### src/rtl/rcr_pkg.sv
// shared constants for the rtc control register block
package rcr_pkg;
   // register byte addresses
   localparam logic [7:0] ADDR_CONTROL = 8'h04;
   localparam logic [7:0] ADDR_CAPTURE = 8'h08;
   localparam logic [7:0] ADDR_ALARM   = 8'h0C;
   localparam logic [7:0] ADDR_STATUS  = 8'h10;
   localparam logic [7:0] ADDR_MASK    = 8'h14;

   // control field positions
   localparam int BIT_OSC_EN    = 7;
   localparam int BIT_MCD_EN    = 6;
   localparam int BIT_OSC_FAIL  = 5;
   localparam int BIT_RUN       = 4;
   localparam int BIT_ALARM_EN  = 3;
   localparam int BIT_ALARM_AR  = 2;
   localparam int BIT_SET_GO    = 1;
   localparam int BIT_CAP_GO    = 0;

   // interrupt status / mask positions
   localparam int IRQ_OSC_FAIL  = 0;
   localparam int IRQ_ALARM     = 1;
   localparam int IRQ_W         = 2;

   // reset values and timer step
   localparam logic [31:0] RST_WORD = 32'h0000_0000;
   localparam logic [7:0]  RST_BYTE = 8'h00;
   localparam logic [31:0] TIMER_ONE = 32'h0000_0001;

   // missing-clock timeout: at least 100 us at 5 ns per cycle
   localparam int MCD_TIMEOUT_NS = 100000;
   localparam int PCLK_PERIOD_NS = 5;
   localparam int MCD_CYCLES =
      (MCD_TIMEOUT_NS + PCLK_PERIOD_NS - 1) / PCLK_PERIOD_NS;
endpackage : rcr_pkg

### src/rtl/rcr_clock_watch.sv
// oscillator pin synchroniser, tick and missing-clock timer
`timescale 1ns/1ps
module rcr_clock_watch
   import rcr_pkg::*;
#(
   parameter int CNT_W = 16,
   parameter int LIMIT = MCD_CYCLES
) (
   // clock and reset
   input  wire logic pclk,
   input  wire logic presetn,
   // oscillator pin
   input  wire logic osc_in,
   // control
   input  wire logic detect_en,
   // events
   output logic      tick,
   output logic      timeout
);
   logic             s1_reg, s2_reg, s3_reg;
   logic             lvl_reg, lvl_next;
   logic [CNT_W-1:0] cnt_reg, cnt_next;
   logic             rise;
   logic             change;

   localparam logic [CNT_W-1:0] CNT_LIMIT = CNT_W'(LIMIT);
   localparam logic [CNT_W-1:0] CNT_ONE   = CNT_W'(1);
   localparam logic [CNT_W-1:0] CNT_ZERO  = '0;

   always_comb begin
      // a level counts only once the second and third stage agree
      change   = (s2_reg == s3_reg) && (s3_reg != lvl_reg);
      rise     = change && s3_reg;
      lvl_next = change ? s3_reg : lvl_reg;
      cnt_next = cnt_reg;
      if (change || !detect_en) begin
         cnt_next = CNT_ZERO;
      end else if (cnt_reg != CNT_LIMIT) begin
         cnt_next = cnt_reg + CNT_ONE;
      end
   end

   always_ff @(posedge pclk or negedge presetn) begin
      if (!presetn) begin
         s1_reg  <= 1'b0;
         s2_reg  <= 1'b0;
         s3_reg  <= 1'b0;
         lvl_reg <= 1'b0;
         cnt_reg <= CNT_ZERO;
      end else begin
         s1_reg  <= osc_in;
         s2_reg  <= s1_reg;
         s3_reg  <= s2_reg;
         lvl_reg <= lvl_next;
         cnt_reg <= cnt_next;
      end
   end

   assign tick = rise;
   // one-shot: fires once as the count reaches the limit
   assign timeout = detect_en && !change
                    && (cnt_reg == CNT_LIMIT - CNT_ONE);
endmodule : rcr_clock_watch

### src/rtl/rcr_control.sv
// rtc control register, timer, alarm and apb slave
`timescale 1ns/1ps
// Behaviour
// - bit 7 powers oscillator and bias
// - bit 6 enables missing-clock detector
// - detector timeout sets oscillator-fail bit 5
// - fail flag sticks until software clears
// - bit 4 runs timer, else holds count
// - bit 3 enables alarm events
// - writing alarm-enable 0 clears alarm flag, but a match tick in the same cycle sets it
// - bit 2 reads alarm event flag
// - bit 2 write sets auto-reset enable
// - control register sits at address 0x04
// - set bit copies capture into timer
// - capture bit snapshots timer into capture
// - detector times out after 100 us still
// - auto-reset zeroes timer after alarm ends
module rcr_control
   import rcr_pkg::*;
#(
   parameter int TIMER_W = 32,
   parameter int MCD_LIMIT = MCD_CYCLES
) (
   // clock and reset
   input  wire logic        pclk,
   input  wire logic        presetn,
   // apb slave
   input  wire logic [7:0]  paddr,
   input  wire logic        psel,
   input  wire logic        penable,
   input  wire logic        pwrite,
   input  wire logic [31:0] pwdata,
   output logic      [31:0] prdata,
   output logic             pready,
   output logic             pslverr,
   // oscillator
   input  wire logic        osc_in,
   output logic             osc_enable,
   // events
   output logic             alarm_event,
   output logic             irq
);
   function automatic logic hit(input logic [7:0] a, input logic [7:0] o);
      hit = (a[7:2] == o[7:2]);
   endfunction : hit

   // control bits
   logic               osc_en_reg,     osc_en_next;
   logic               mcd_en_reg,     mcd_en_next;
   logic               fail_reg,       fail_next;
   logic               run_reg,        run_next;
   logic               alarm_en_reg,   alarm_en_next;
   logic               alarm_reg,      alarm_next;
   logic               autoreset_reg,  autoreset_next;
   logic               set_go_reg,     set_go_next;
   logic               cap_go_reg,     cap_go_next;
   logic               ar_pend_reg,    ar_pend_next;

   // timer, capture and alarm values
   logic [TIMER_W-1:0] timer_reg,      timer_next;
   logic [TIMER_W-1:0] capture_reg,    capture_next;
   logic [TIMER_W-1:0] alarm_val_reg,  alarm_val_next;

   // interrupt and bus state
   logic [IRQ_W-1:0]   status_reg,     status_next;
   logic [IRQ_W-1:0]   mask_reg,       mask_next;
   logic [31:0]        prdata_reg,     prdata_next;

   // decode strobes and events
   logic               tick;
   logic               timeout;
   logic               wr_acc;
   logic               rd_setup;
   logic               rd_acc;
   logic               mapped;
   logic               fail_evt;
   logic               alarm_evt;
   logic [7:0]         ctrl_view;
   logic               wr_ctl;
   logic               wr_cap;
   logic               wr_alm;
   logic               wr_mask;
   logic               rd_stat;
   logic               alarm_match;

   // oscillator pin conditioning and missing-clock timer
   rcr_clock_watch #(
      .LIMIT (MCD_LIMIT)
   ) u_watch (
      .pclk      (pclk),
      .presetn   (presetn),
      .osc_in    (osc_in),
      .detect_en (mcd_en_reg && osc_en_reg),
      .tick      (tick),
      .timeout   (timeout)
   );

   // bus decode and control view
   always_comb begin
      mapped   = hit(paddr, ADDR_CONTROL) || hit(paddr, ADDR_CAPTURE)
                 || hit(paddr, ADDR_ALARM) || hit(paddr, ADDR_STATUS)
                 || hit(paddr, ADDR_MASK);
      wr_acc   = psel && penable && pwrite && mapped;
      rd_acc   = psel && penable && !pwrite;
      rd_setup = psel && !penable && !pwrite;
      wr_ctl   = wr_acc && hit(paddr, ADDR_CONTROL);
      wr_cap   = wr_acc && hit(paddr, ADDR_CAPTURE);
      wr_alm   = wr_acc && hit(paddr, ADDR_ALARM);
      wr_mask  = wr_acc && hit(paddr, ADDR_MASK);
      rd_stat  = rd_acc && hit(paddr, ADDR_STATUS);
      // compare on the count before this tick's increment
      alarm_match = alarm_en_reg && (timer_reg == alarm_val_reg);

      ctrl_view = RST_BYTE;
      ctrl_view[BIT_OSC_EN]   = osc_en_reg;
      ctrl_view[BIT_MCD_EN]   = mcd_en_reg;
      ctrl_view[BIT_OSC_FAIL] = fail_reg;
      ctrl_view[BIT_RUN]      = run_reg;
      ctrl_view[BIT_ALARM_EN] = alarm_en_reg;
      ctrl_view[BIT_ALARM_AR] = alarm_reg;
      ctrl_view[BIT_SET_GO]   = set_go_reg;
      ctrl_view[BIT_CAP_GO]   = cap_go_reg;
   end

   // control, transfer and timer next state
   always_comb begin
      osc_en_next    = osc_en_reg;
      mcd_en_next    = mcd_en_reg;
      fail_next      = fail_reg;
      run_next       = run_reg;
      alarm_en_next  = alarm_en_reg;
      alarm_next     = alarm_reg;
      autoreset_next = autoreset_reg;
      set_go_next    = set_go_reg;
      cap_go_next    = cap_go_reg;
      ar_pend_next   = ar_pend_reg;
      timer_next     = timer_reg;
      capture_next   = capture_reg;
      alarm_val_next = alarm_val_reg;
      mask_next      = mask_reg;
      fail_evt       = 1'b0;
      alarm_evt      = 1'b0;

      // software side
      if (wr_ctl) begin
         osc_en_next    = pwdata[BIT_OSC_EN];
         mcd_en_next    = pwdata[BIT_MCD_EN];
         run_next       = pwdata[BIT_RUN];
         alarm_en_next  = pwdata[BIT_ALARM_EN];
         autoreset_next = pwdata[BIT_ALARM_AR];
         if (!pwdata[BIT_OSC_FAIL]) begin
            fail_next = 1'b0;
         end
         if (!pwdata[BIT_ALARM_EN]) begin
            alarm_next = 1'b0;
         end
         // a zero leaves a transfer in flight alone
         if (pwdata[BIT_SET_GO]) begin
            set_go_next = 1'b1;
         end
         if (pwdata[BIT_CAP_GO]) begin
            cap_go_next = 1'b1;
         end
      end
      if (wr_cap) begin
         capture_next = pwdata[TIMER_W-1:0];
      end
      if (wr_alm) begin
         alarm_val_next = pwdata[TIMER_W-1:0];
      end
      if (wr_mask) begin
         mask_next = pwdata[IRQ_W-1:0];
      end

      // oscillator side: everything moves once per oscillator cycle
      if (tick) begin
         alarm_next = 1'b0;
         if (ar_pend_reg) begin
            timer_next   = '0;
            ar_pend_next = 1'b0;
         end else if (run_reg) begin
            timer_next = timer_reg + TIMER_W'(TIMER_ONE);
         end
         // flag falls now, so the zeroing lands one cycle later
         if (alarm_reg && autoreset_reg) begin
            ar_pend_next = 1'b1;
         end
         if (alarm_match) begin
            alarm_next = 1'b1;
            alarm_evt  = 1'b1;
         end
         if (set_go_reg) begin
            timer_next   = capture_reg;
            ar_pend_next = 1'b0;
            set_go_next  = 1'b0;
         end
         if (cap_go_reg) begin
            capture_next = timer_reg;
            cap_go_next  = 1'b0;
         end
      end

      // hardware set beats a software clear in the same cycle
      if (timeout && mcd_en_reg) begin
         fail_next = 1'b1;
         fail_evt  = 1'b1;
      end
   end

   // sticky interrupt status, set wins over read clear
   always_comb begin
      status_next = status_reg;
      if (rd_stat) begin
         status_next = '0;
      end
      status_next[IRQ_OSC_FAIL] = status_next[IRQ_OSC_FAIL] | fail_evt;
      status_next[IRQ_ALARM]    = status_next[IRQ_ALARM] | alarm_evt;
   end

   // read data registered in setup so it is stable in access
   always_comb begin
      prdata_next = prdata_reg;
      if (rd_setup) begin
         prdata_next = RST_WORD;
         if (hit(paddr, ADDR_CONTROL)) begin
            prdata_next[7:0] = ctrl_view;
         end else if (hit(paddr, ADDR_CAPTURE)) begin
            prdata_next[TIMER_W-1:0] = capture_reg;
         end else if (hit(paddr, ADDR_ALARM)) begin
            prdata_next[TIMER_W-1:0] = alarm_val_reg;
         end else if (hit(paddr, ADDR_STATUS)) begin
            prdata_next[IRQ_W-1:0] = status_reg;
         end else if (hit(paddr, ADDR_MASK)) begin
            prdata_next[IRQ_W-1:0] = mask_reg;
         end
      end
   end

   always_ff @(posedge pclk or negedge presetn) begin
      if (!presetn) begin
         osc_en_reg    <= 1'b0;
         mcd_en_reg    <= 1'b0;
         fail_reg      <= 1'b0;
         run_reg       <= 1'b0;
         alarm_en_reg  <= 1'b0;
         alarm_reg     <= 1'b0;
         autoreset_reg <= 1'b0;
         set_go_reg    <= 1'b0;
         cap_go_reg    <= 1'b0;
         ar_pend_reg   <= 1'b0;
      end else begin
         osc_en_reg    <= osc_en_next;
         mcd_en_reg    <= mcd_en_next;
         fail_reg      <= fail_next;
         run_reg       <= run_next;
         alarm_en_reg  <= alarm_en_next;
         alarm_reg     <= alarm_next;
         autoreset_reg <= autoreset_next;
         set_go_reg    <= set_go_next;
         cap_go_reg    <= cap_go_next;
         ar_pend_reg   <= ar_pend_next;
      end
   end

   // timer, capture and alarm values
   always_ff @(posedge pclk or negedge presetn) begin
      if (!presetn) begin
         timer_reg     <= '0;
         capture_reg   <= '0;
         alarm_val_reg <= '0;
      end else begin
         timer_reg     <= timer_next;
         capture_reg   <= capture_next;
         alarm_val_reg <= alarm_val_next;
      end
   end

   // interrupt and bus state
   always_ff @(posedge pclk or negedge presetn) begin
      if (!presetn) begin
         status_reg    <= '0;
         mask_reg      <= '0;
         prdata_reg    <= RST_WORD;
      end else begin
         status_reg    <= status_next;
         mask_reg      <= mask_next;
         prdata_reg    <= prdata_next;
      end
   end

   // zero wait states; unmapped addresses answer with an error
   assign pready      = 1'b1;
   assign pslverr     = psel && penable && !mapped;

   // outputs from registers; irq ors the masked status bits
   assign prdata      = prdata_reg;
   assign osc_enable  = osc_en_reg;
   assign alarm_event = alarm_reg;
   assign irq         = |(status_reg & mask_reg);
endmodule : rcr_control

### config.mk
export PLATFORM = sky130hd
export DESIGN_NAME = rcr_control
export DESIGN_NICKNAME = d
export VERILOG_FILES = /design/src/rtl/rcr_pkg.sv /design/src/rtl/rcr_clock_watch.sv /design/src/rtl/rcr_control.sv
export SDC_FILE = /design/constraint.sdc
export NUM_CORES = 1
export LEC_CHECK = 0
export BUFFER_PORTS_ARGS = -buffer_cell sky130_fd_sc_hd__buf_2
export CAP_MARGIN = 30
export CORE_MARGIN = 10
export CORE_UTILIZATION = 46
export DETAILED_ROUTE_END_ITERATION = 16
export MAX_ROUTING_LAYER = met4
export SYNTH_ARGS = -nofsm -noshare
export SYNTH_HDL_FRONTEND = slang
export SYNTH_SLANG_ARGS = --single-unit
export TNS_END_PERCENT = 100
### constraint.sdc
create_clock -name pclk -period 2.77 [get_ports pclk]
set_clock_uncertainty 0.15 [all_clocks]
set_input_delay 0.1385 -clock pclk [delete_from_list [all_inputs] [get_ports pclk]]
set_output_delay 0.1385 -clock pclk [all_outputs]
set_load 0.02 [all_outputs]
## Yosys cells after proc, flatten, opt, wreduce, memory -nomap -nowiden

Index checks and enable logic that the tools add are counted.

| word-level totals | value |
|---|---|
| bits of input ports | 46 |
| logic and storage cells | 111 |
| output and inout port bits | 37 |
| register bits after elaboration | 162 |

| operators by class | value |
|---|---|
| bitwise gates (word level) | 3 |
| muxes and demuxes | 35 |
| reduce and logical (&&, ||, !) cells | 38 |
| equality and inequality tests | 12 |
| $add $sub $neg | 2 |

Operators with widths:

| kind | count |
|---|---|
| 32-bit 2-to-1 mux | 7 |
| 32-bit by 1-bit adder with 32-bit output (second input constant) | 1 |
| 32-bit == test | 1 |
| 16-bit 2-to-1 mux | 2 |
| 30-bit 2-to-1 mux | 1 |
| 24-bit 2-to-1 mux | 1 |
| 1-bit logical AND | 20 |
| 1-bit 2-to-1 mux | 19 |
| 16-bit by 1-bit adder with 16-bit output (second input constant) | 1 |
| 16-bit by 15-bit == test with 1-bit output (second input constant) | 1 |
| 16-bit by 15-bit inequality test with 1-bit output (second input constant) | 1 |
| 6-bit by 2-bit == test with 1-bit output (second input constant) | 2 |
| 6-bit by 3-bit == test with 1-bit output (second input constant) | 2 |
| 2-bit 2-to-1 mux | 4 |
| 8-bit 2-to-1 mux | 1 |
| 6-bit by 1-bit == test with 1-bit output (second input constant) | 1 |
| 2-bit AND reduction | 3 |
| 2-bit nonzero test | 3 |
| 1-bit logical NOT | 5 |
| 1-bit logical OR | 5 |
| 2-bit by 1-bit inequality test with 1-bit output (second input constant) | 2 |
| 3-bit nonzero test | 1 |
| 2-bit bitwise AND | 1 |
| 1-bit OR | 2 |
| other kinds (3) | 3 |

## Logic depth before layout (Yosys ltp)

Gate-level depths: netlist of run 1.

| logic depth | value |
|---|---|
| word-level depth | 10 |
| depth in mapped cells | 7 |
| mapped depth without buffers | 6 |

## Hierarchy

Synthesis of run 1 repeated with hierarchy kept, for this count alone.

| second synthesis, totals | value |
|---|---|
| cells, all modules | 831 |
| area, all modules | 8368.0 sq um |

Modules (own cells, without submodules):

| module | sequential area each (sq um) | times used | cells an instance | area each (sq um) |
|---|---|---|---|---|
| rcr_control | 3553.4 | 1 | 736 | 7360.8 |
| rcr_clock_watch | 500.5 | 1 | 95 | 1007.2 |

## Least setup slack after synthesis of run 1

No wires, ideal clock.

| path | value |
|---|---|
| path type | register -> register |
| start point | reg timer_reg[0] |
| end point | reg timer_reg[28] |
| cell stages (with the launch flop) | 7 |
| path buffers | 0 |
| library setup time | 0.070 ns |
| data required time | 2.550 ns |
| data arrival time | 1.742 ns |
| path slack | 0.809 ns |
| period minus slack after synthesis | 1.961 ns |
| cells stage by stage | dfrtp_1 ha_1 and4_2 and4_4 nand2_2 or4_1 nand3_1 |

| between the ends | value |
|---|---|
| longest elaborated chain between the ends | 4 |

RTL lines:

| element | line | text |
|---|---|---|
| from (decl) | rcr_control.sv:60 | `logic [TIMER_W-1:0] timer_reg, timer_next;` |
| from (signal assigned) | rcr_control.sv:272 | `timer_reg <= timer_next;` |
| 32-bit by 1-bit adder with 32-bit output | rcr_control.sv:182 | `timer_next = timer_reg + TIMER_W'(TIMER_ONE);` |
| 32-bit 2-to-1 mux | rcr_control.sv:181 | `end else if (run_reg) begin` |
| 32-bit 2-to-1 mux | rcr_control.sv:178 | `if (ar_pend_reg) begin` |
| 32-bit 2-to-1 mux | rcr_control.sv:192 | `if (set_go_reg) begin` |

No other way between the ends. The select of a mux whose other input is x is not followed.
A chain may end at the register's enable or synchronous reset.

## Worst setup path in the final report of run 1

Same ends and word-level chain as after synthesis.

==> impl_results.rst, run 1 <==
.. list-table::
   :header-rows: 1

   * - Metric
     - Value
   * - Status
     - complete, no violations
   * - Critical path buffers and inverters
     - 0
   * - Final HPWL DP
     - 14.7 mm
   * - Total design power
     - 6.37 mW
   * - Clk slew on worst S/H paths
     - 70 ps
   * - Number of iterations in the first detailed-routing pass
     - 5
   * - Critical Path Start Type
     - flip-flop
   * - Global-route wire length before repair
     - 36.0 mm
   * - Arrival time of data at the critical path endpoint
     - 2500 ps
   * - Final Setup Violations
     - 0
   * - Area added between synthesis and finish
     - 18.3%
   * - Leakage power
     - 4.59 nW
   * - Final Hold Fails
     - 0
   * - Fin crit period
     - 2280 ps
   * - WL per Instance
     - 18.5 um
   * - Highest clock rate
     - 0.439 GHz
   * - Number of clock buffers inserted by TritonCTS
     - 17
   * - Deepest clock path buffer count
     - 2
   * - Total routing usage reported by global routing
     - 18.8%
   * - Std-Cell Core Area
     - 18000 um^2
   * - RSZ-0062 raised after global routing
     - no
   * - Worst min-delay path class
     - primary input to flip-flop
   * - Clock tree from TritonCTS
     - built
   * - Worst path top cell family by delay
     - simple AND/OR/NAND/NOR gates
   * - Flip-flop and latch count after synthesis
     - 162
   * - Worst-Skew Late Latency
     - 430 ps
   * - Initial antenna violation count
     - 0
   * - Nets in the synthesized netlist
     - 883
   * - Slowest cell delay on critical path
     - 500 ps
   * - GR Overflow Total
     - 0
   * - Fraction of layout cells with a size suffix above 1
     - 17.1%
   * - DRC violation total after the first TritonRoute iteration
     - 487
   * - Worst min-delay path startpoint
     - psel
   * - DRC violation count after routing
     - 0
   * - Least-Margin Pin Slew
     - 697 ps
   * - Leading cell types in the layout, fill and taps excluded
     - 162 x dfrtp_1, 83 x nand2_1, 81 x nor2_1
   * - Die Span Y
     - 155 um
   * - Clock sink count
     - 162
   * - Average vias per placed instance
     - 5.73
   * - Area enclosed by the die boundary
     - 24000 um^2
   * - Floorplan row count
     - 49
   * - Number of resized instances in the post-cts repair step
     - 0
   * - Critical Path End Type
     - flip-flop
   * - Crit share post-route
     - 82.3%
   * - Most instantiated flip-flop cell in the synthesis netlist
     - dfrtp_1
   * - Mean post-synth cell area
     - 10.1 um^2
   * - Buffers added on ports
     - 79
   * - Post-detailed-routing wire length
     - 21.6 mm
   * - Final GP Congestion
     - 0.900
   * - Antenna fix cells
     - 0
   * - Sum Neg Setup Slack
     - 0 ps
   * - Most common cell after layout, fill and taps aside
     - dfrtp_1
   * - Maximum number of pins on one net before global-route repair
     - 65
   * - Starting Density
     - 46.7%
   * - Io pins
     - 83
   * - Netlist area before placement
     - 8390 um^2
   * - Slew margin rel.
     - 53.5%
   * - Reg-to-reg critical path startpoint
     - timer_reg[0]
   * - Number of pins exceeding their max-slew limit in the final report
     - 0
   * - Share of synthesized flip-flops with an asynchronous set or reset
     - 100%
   * - Number of global-route vias before repair
     - 6806
   * - Overall die width
     - 155 um
   * - Antenna viol nets, final
     - 0
   * - Count of distinct cell types in the synthesized netlist
     - 67
   * - Number of flops mapped to enable cells by yosys
     - 0
   * - Total vias in the final route
     - 6726
   * - Slowest stage cell on the critical path
     - or4_1
   * - Power density relative to cell area
     - 641 nW/um^2
   * - Critical path, cell by cell
     - ha_1 -> and4_2 -> and4_4 -> nand2_2 -> or4_1 -> nand3_1
   * - Clock root buffer
     - clkbuf_16
   * - Count of fill cells added during filler insertion
     - 1614
   * - Number of levels in the clock H-tree
     - 4
   * - Count of yosys warnings during synthesis
     - 0
   * - Peak VDD IR
     - 0.000463 V
   * - Critical path startpoint
     - timer_reg[0]
   * - Count of maximum capacitance violations
     - 0
   * - Sequential cell area fraction in the yosys report
     - 48.3%
   * - Gate Count Post-Synth
     - 834
   * - CP Class
     - flip-flop to flip-flop
   * - Tightest hold margin
     - 11.9 ps
   * - Maximum fanout encountered on the critical timing path
     - 14
   * - Required time at the endpoint of the critical path
     - 2990 ps
   * - Final net count
     - 980
==> through the flow <==
stage	util, %	area (um^2)	instances	setup WS [ps]
after floorplan	-	8390	834	809
after global placement	49.9	8960	1103	548
after detailed placement	49.9	8960	1103	531
after CTS	55.3	9930	1173	513
after global routing	55.3	9930	1173	357
final	55.3	9930	1173	491
==> Yosys cell counts, types with 3 or more instances <==
master / n / area, um^2
ha_1: 3 / 37.5
o2bb2ai_1: 4 / 35.0
buf_1: 4 / 15.0
nor3_1: 10 / 50.1
nand3_1: 14 / 70.1
mux2_2: 14 / 158
mux2i_1: 59 / 591
xnor2_1: 37 / 324
dfrtp_1: 162 / 4050
xor2_1: 9 / 78.8
clkbuf_1: 29 / 109
and2_1: 7 / 43.8
nand2_1: 84 / 315
o21ai_0: 69 / 345
buf_2: 16 / 80.1
o311ai_1: 3 / 26.3
buf_4: 3 / 22.5
o211ai_1: 3 / 22.5
inv_1: 11 / 41.3
buf_6: 4 / 45.0
nor2_1: 81 / 304
a22oi_1: 14 / 105
a32oi_1: 7 / 61.3
o31a_1: 3 / 26.3
nand4_1: 18 / 113
and4_1: 4 / 35.0
mux2_1: 30 / 338
nor4b_1: 3 / 26.3
and3_1: 10 / 62.6
a31oi_1: 6 / 37.5
or4_1: 4 / 30.0
mux2_4: 3 / 45.0
o22ai_1: 4 / 25.0
nor4_1: 6 / 37.5
a21oi_1: 54 / 270
==> path summary, 6_finish.rpt <==
| kind | to | slack, ps | depth (start not counted) |
|---|---|---|---|
| min in group asynchronous | prdata[24] | 90 | 2 |
| max in group asynchronous | u_watch.cnt_reg[0] | 1670 | 3 |
| min | prdata[1] | 10 | 4 |
| max reg2reg | timer_reg[28] | 490 | 6 |
| min reg2reg | u_watch.s2_reg | 220 | 0 |
| max | timer_reg[28] | 490 | 6 |
==> where the power goes <==
group          switching, mW  internal (mW)  leakage (nW)
sequential             0.403           2.68          2.08
combinational          0.470          0.456          2.23
clock                   1.02           1.33         0.276
==> area by class of cell <==
| type | count | area [um^2] | share of cell area [%] |
|---|---|---|---|
| clock inverters | 15 | 161 | 1.63 |
| clock buffers | 17 | 425 | 4.29 |
| flip-flops and latches | 162 | 4050 | 40.8 |
| multi-input cells | 605 | 4020 | 40.5 |
| inverters | 11 | 41.3 | 0.416 |
| repair buffers | 134 | 935 | 9.42 |
| well taps | 229 | 287 | 2.89 |
==> routing by layer <==
metal | track usage [%] | share of wire (%)
met1 | 24.5 | 46
met2 | 28.9 | 48
met3 | 4.44 | 4.7
met4 | 4.63 | 1.4
met5 | - | 0
==> timing repair <==
item / 4_1_cts / 5_1_grt
hold buffers: 38 / 0
hold endpoints to repair: 131 / 0
buffers inserted: 0 / 0
==> cells by family after synthesis <==
| family | after synthesis | synth area share, % |
|---|---|---|
| compound gates | 183 | 13.0 |
| xor+xnor | 46 | 4.80 |
| fa+ha+maj | 4 | 0.567 |
| buf+inv | 67 | 3.73 |
| flops | 162 | 48.3 |
| mux | 106 | 13.5 |
| other cells | 1 | 0.0447 |
| simple gates | 265 | 16.0 |
==> tightest hold or removal path: cells and delay by family <==
| kind | cells | cell delay [ps] |
|---|---|---|
| AND/OR/NAND/NOR | 2 | 230 |
| buffers and inverters | 1 | 120 |
| AO/OA/AOI/OAI | 1 | 70 |
Note: power is estimated with default switching activity, not from simulation.
==> run 2, diff against run 1 <==
- clock period: 2.77 -> 2.25 ns (I/O delays scaled with it)
==> run 2 against run 1 <==
Flip-flop and latch count unchanged. Via count up 0.36%. Routed wire length up 6.1%. Die area unchanged. Final area up 1.3%. Largest power group unchanged. Highest routed layer unchanged.
==> impl_results.rst, run 2 (synthesized netlist as in run 1, its figures left out) <==
.. list-table::
   :header-rows: 1

   * - Metric
     - Value
   * - Status
     - complete, no violations
   * - Final cell count without fillers
     - 1186
   * - Antenna viol nets, final
     - 0
   * - RSZ-0062 raised after global routing
     - no
   * - Crit share post-route
     - 93.1%
   * - CP Class
     - flip-flop to flip-flop
   * - Leading cell types in the layout, fill and taps excluded
     - 162 x dfrtp_1, 83 x nand2_1, 81 x nor2_1
   * - Most common cell after layout, fill and taps aside
     - dfrtp_1
   * - Clock tree from TritonCTS
     - built
   * - Total routing usage reported by global routing
     - 20.3%
   * - DRC violation total after the first TritonRoute iteration
     - 555
   * - Slew margin rel.
     - 55.2%
   * - Area enclosed by the die boundary
     - 24000 um^2
   * - DRC violation count after routing
     - 0
   * - Die Span Y
     - 155 um
   * - WL per Instance
     - 19.4 um
   * - Number of pins exceeding their max-slew limit in the final report
     - 0
   * - Post-detailed-routing wire length
     - 23.0 mm
   * - Clk slew on worst S/H paths
     - 60 ps
   * - Number of levels in the clock H-tree
     - 4
   * - Worst-Skew Late Latency
     - 430 ps
   * - Average vias per placed instance
     - 5.69
   * - Critical path, cell by cell
     - ha_1 -> and4_2 -> and4_4 -> nand2_2 -> or4_1 -> nand3_1
   * - Least-Margin Pin Slew
     - 671 ps
   * - Maximum number of pins on one net before global-route repair
     - 62
   * - Peak VDD IR
     - 0.000628 V
   * - Number of clock buffers inserted by TritonCTS
     - 17
   * - Critical Path End Type
     - flip-flop
   * - Final GP Congestion
     - 0.892
   * - Fraction of layout cells with a size suffix above 1
     - 17.8%
   * - Layout Cell Area excl Fill
     - 10100 um^2
   * - Count of fill cells added during filler insertion
     - 1558
   * - Global-route wire length before repair
     - 38.4 mm
   * - Arrival time of data at the critical path endpoint
     - 2300 ps
   * - Count of maximum capacitance violations
     - 0
   * - Clock root buffer
     - clkbuf_16
   * - Overall die width
     - 155 um
   * - Number of buffers added for setup after CTS
     - 0
   * - Area after DPL
     - 9080 um^2
   * - Buffers added on ports
     - 79
   * - Final HPWL DP
     - 16.0 mm
   * - Antenna fix cells
     - 0
   * - Fin crit period
     - 2090 ps
   * - Slowest cell delay on critical path
     - 500 ps
   * - Power density relative to cell area
     - 790 nW/um^2
   * - Io pins
     - 83
   * - Number of placed instances, taps included
     - 1117
   * - Final Hold Fails
     - 0
   * - GR Overflow Total
     - 0
   * - Slack of the worst reg-to-reg path
     - 160 ps
   * - Footprint of the multi-input gates
     - 4020 um^2
   * - Clock sink count
     - 162
   * - Deepest clock path buffer count
     - 2
   * - Final Setup Violations
     - 0
   * - Final net count
     - 995
   * - Sum Neg Setup Slack
     - 0 ps
   * - Required time at the endpoint of the critical path
     - 2450 ps
   * - Slowest stage cell on the critical path
     - or4_1
   * - Leakage power
     - 4.67 nW
   * - Area added between synthesis and finish
     - 19.8%
   * - Maximum fanout encountered on the critical timing path
     - 8
   * - Highest clock rate
     - 0.477 GHz
   * - Total vias in the final route
     - 6750
   * - Initial antenna violation count
     - 1
   * - Number of global-route vias before repair
     - 7114
   * - Std-Cell Core Area
     - 18000 um^2
   * - Floorplan row count
     - 49
   * - Number of iterations in the first detailed-routing pass
     - 7
   * - Register cell area after layout
     - 4050 um^2
   * - Starting Density
     - 46.7%
   * - Critical Path Start Type
     - flip-flop
   * - Worst min-delay path class
     - primary input to flip-flop
==> run 2: path summary, 6_finish.rpt <==
path / end / cells after the start / startpoint
worst max-delay path: timer_reg[28] / 6 / timer_reg[1]
worst min-delay path: status_reg[0] / 5 / penable
worst max register to register: timer_reg[28] / 6 / timer_reg[1]
worst min register to register: u_watch.s2_reg / 0 / u_watch.s1_reg
max in group asynchronous: cap_go_reg / 3 / presetn
min in group asynchronous: prdata[23] / 2 / presetn
==> run 2: timing repair <==
item                                   CTS  global route
endpoints found under the hold margin  196             0
hold buffers                            39             0
gates resized for setup                  0             0
==> run 2: report_power, final <==
group          internal, mW  switching [mW]
logic                 0.601           0.643
registers              3.30           0.463
clock network          1.76            1.17
total                  5.66            2.28
==> run 2: stage by stage <==
stage	util (%)	hold slack (ps)	power, mW	setup slack, ps
floorplan	-	-333	4.49	289
global placement	50.5	0.602	4.95	210
detailed placement	50.5	4.19	5.01	182
CTS	56.0	2.08	8.00	153
global route	56.0	60.0	8.35	29.7
finish	56.0	30.7	7.94	155
==> run 2: area by class of cell <==
| cell class | count | share of cell area [%] |
|---|---|---|
| flip-flops and latches | 162 | 40.3 |
| multi-input cells | 605 | 40.0 |
| repair buffers | 149 | 10.6 |
| clock buffers | 21 | 4.48 |
| well taps | 229 | 2.85 |
| clock inverters | 9 | 1.33 |
| inverters | 11 | 0.411 |
==> run 2: per-layer routing <==
metal / global-route usage (%) / wire length, um
met3: 4.82 / 1010
met1: 25.8 / 10600
met4: 5.40 / 307
met2: 31.9 / 11000
met5: - / 0
==> run 2: worst max-delay path, delay by kind of cell (launching register included) <==
kind                     cells  cell delay (ps)
AND/OR/NAND/NOR              5             1210
adder cells (fa/ha/maj)      1              230
flip-flops                   1              410
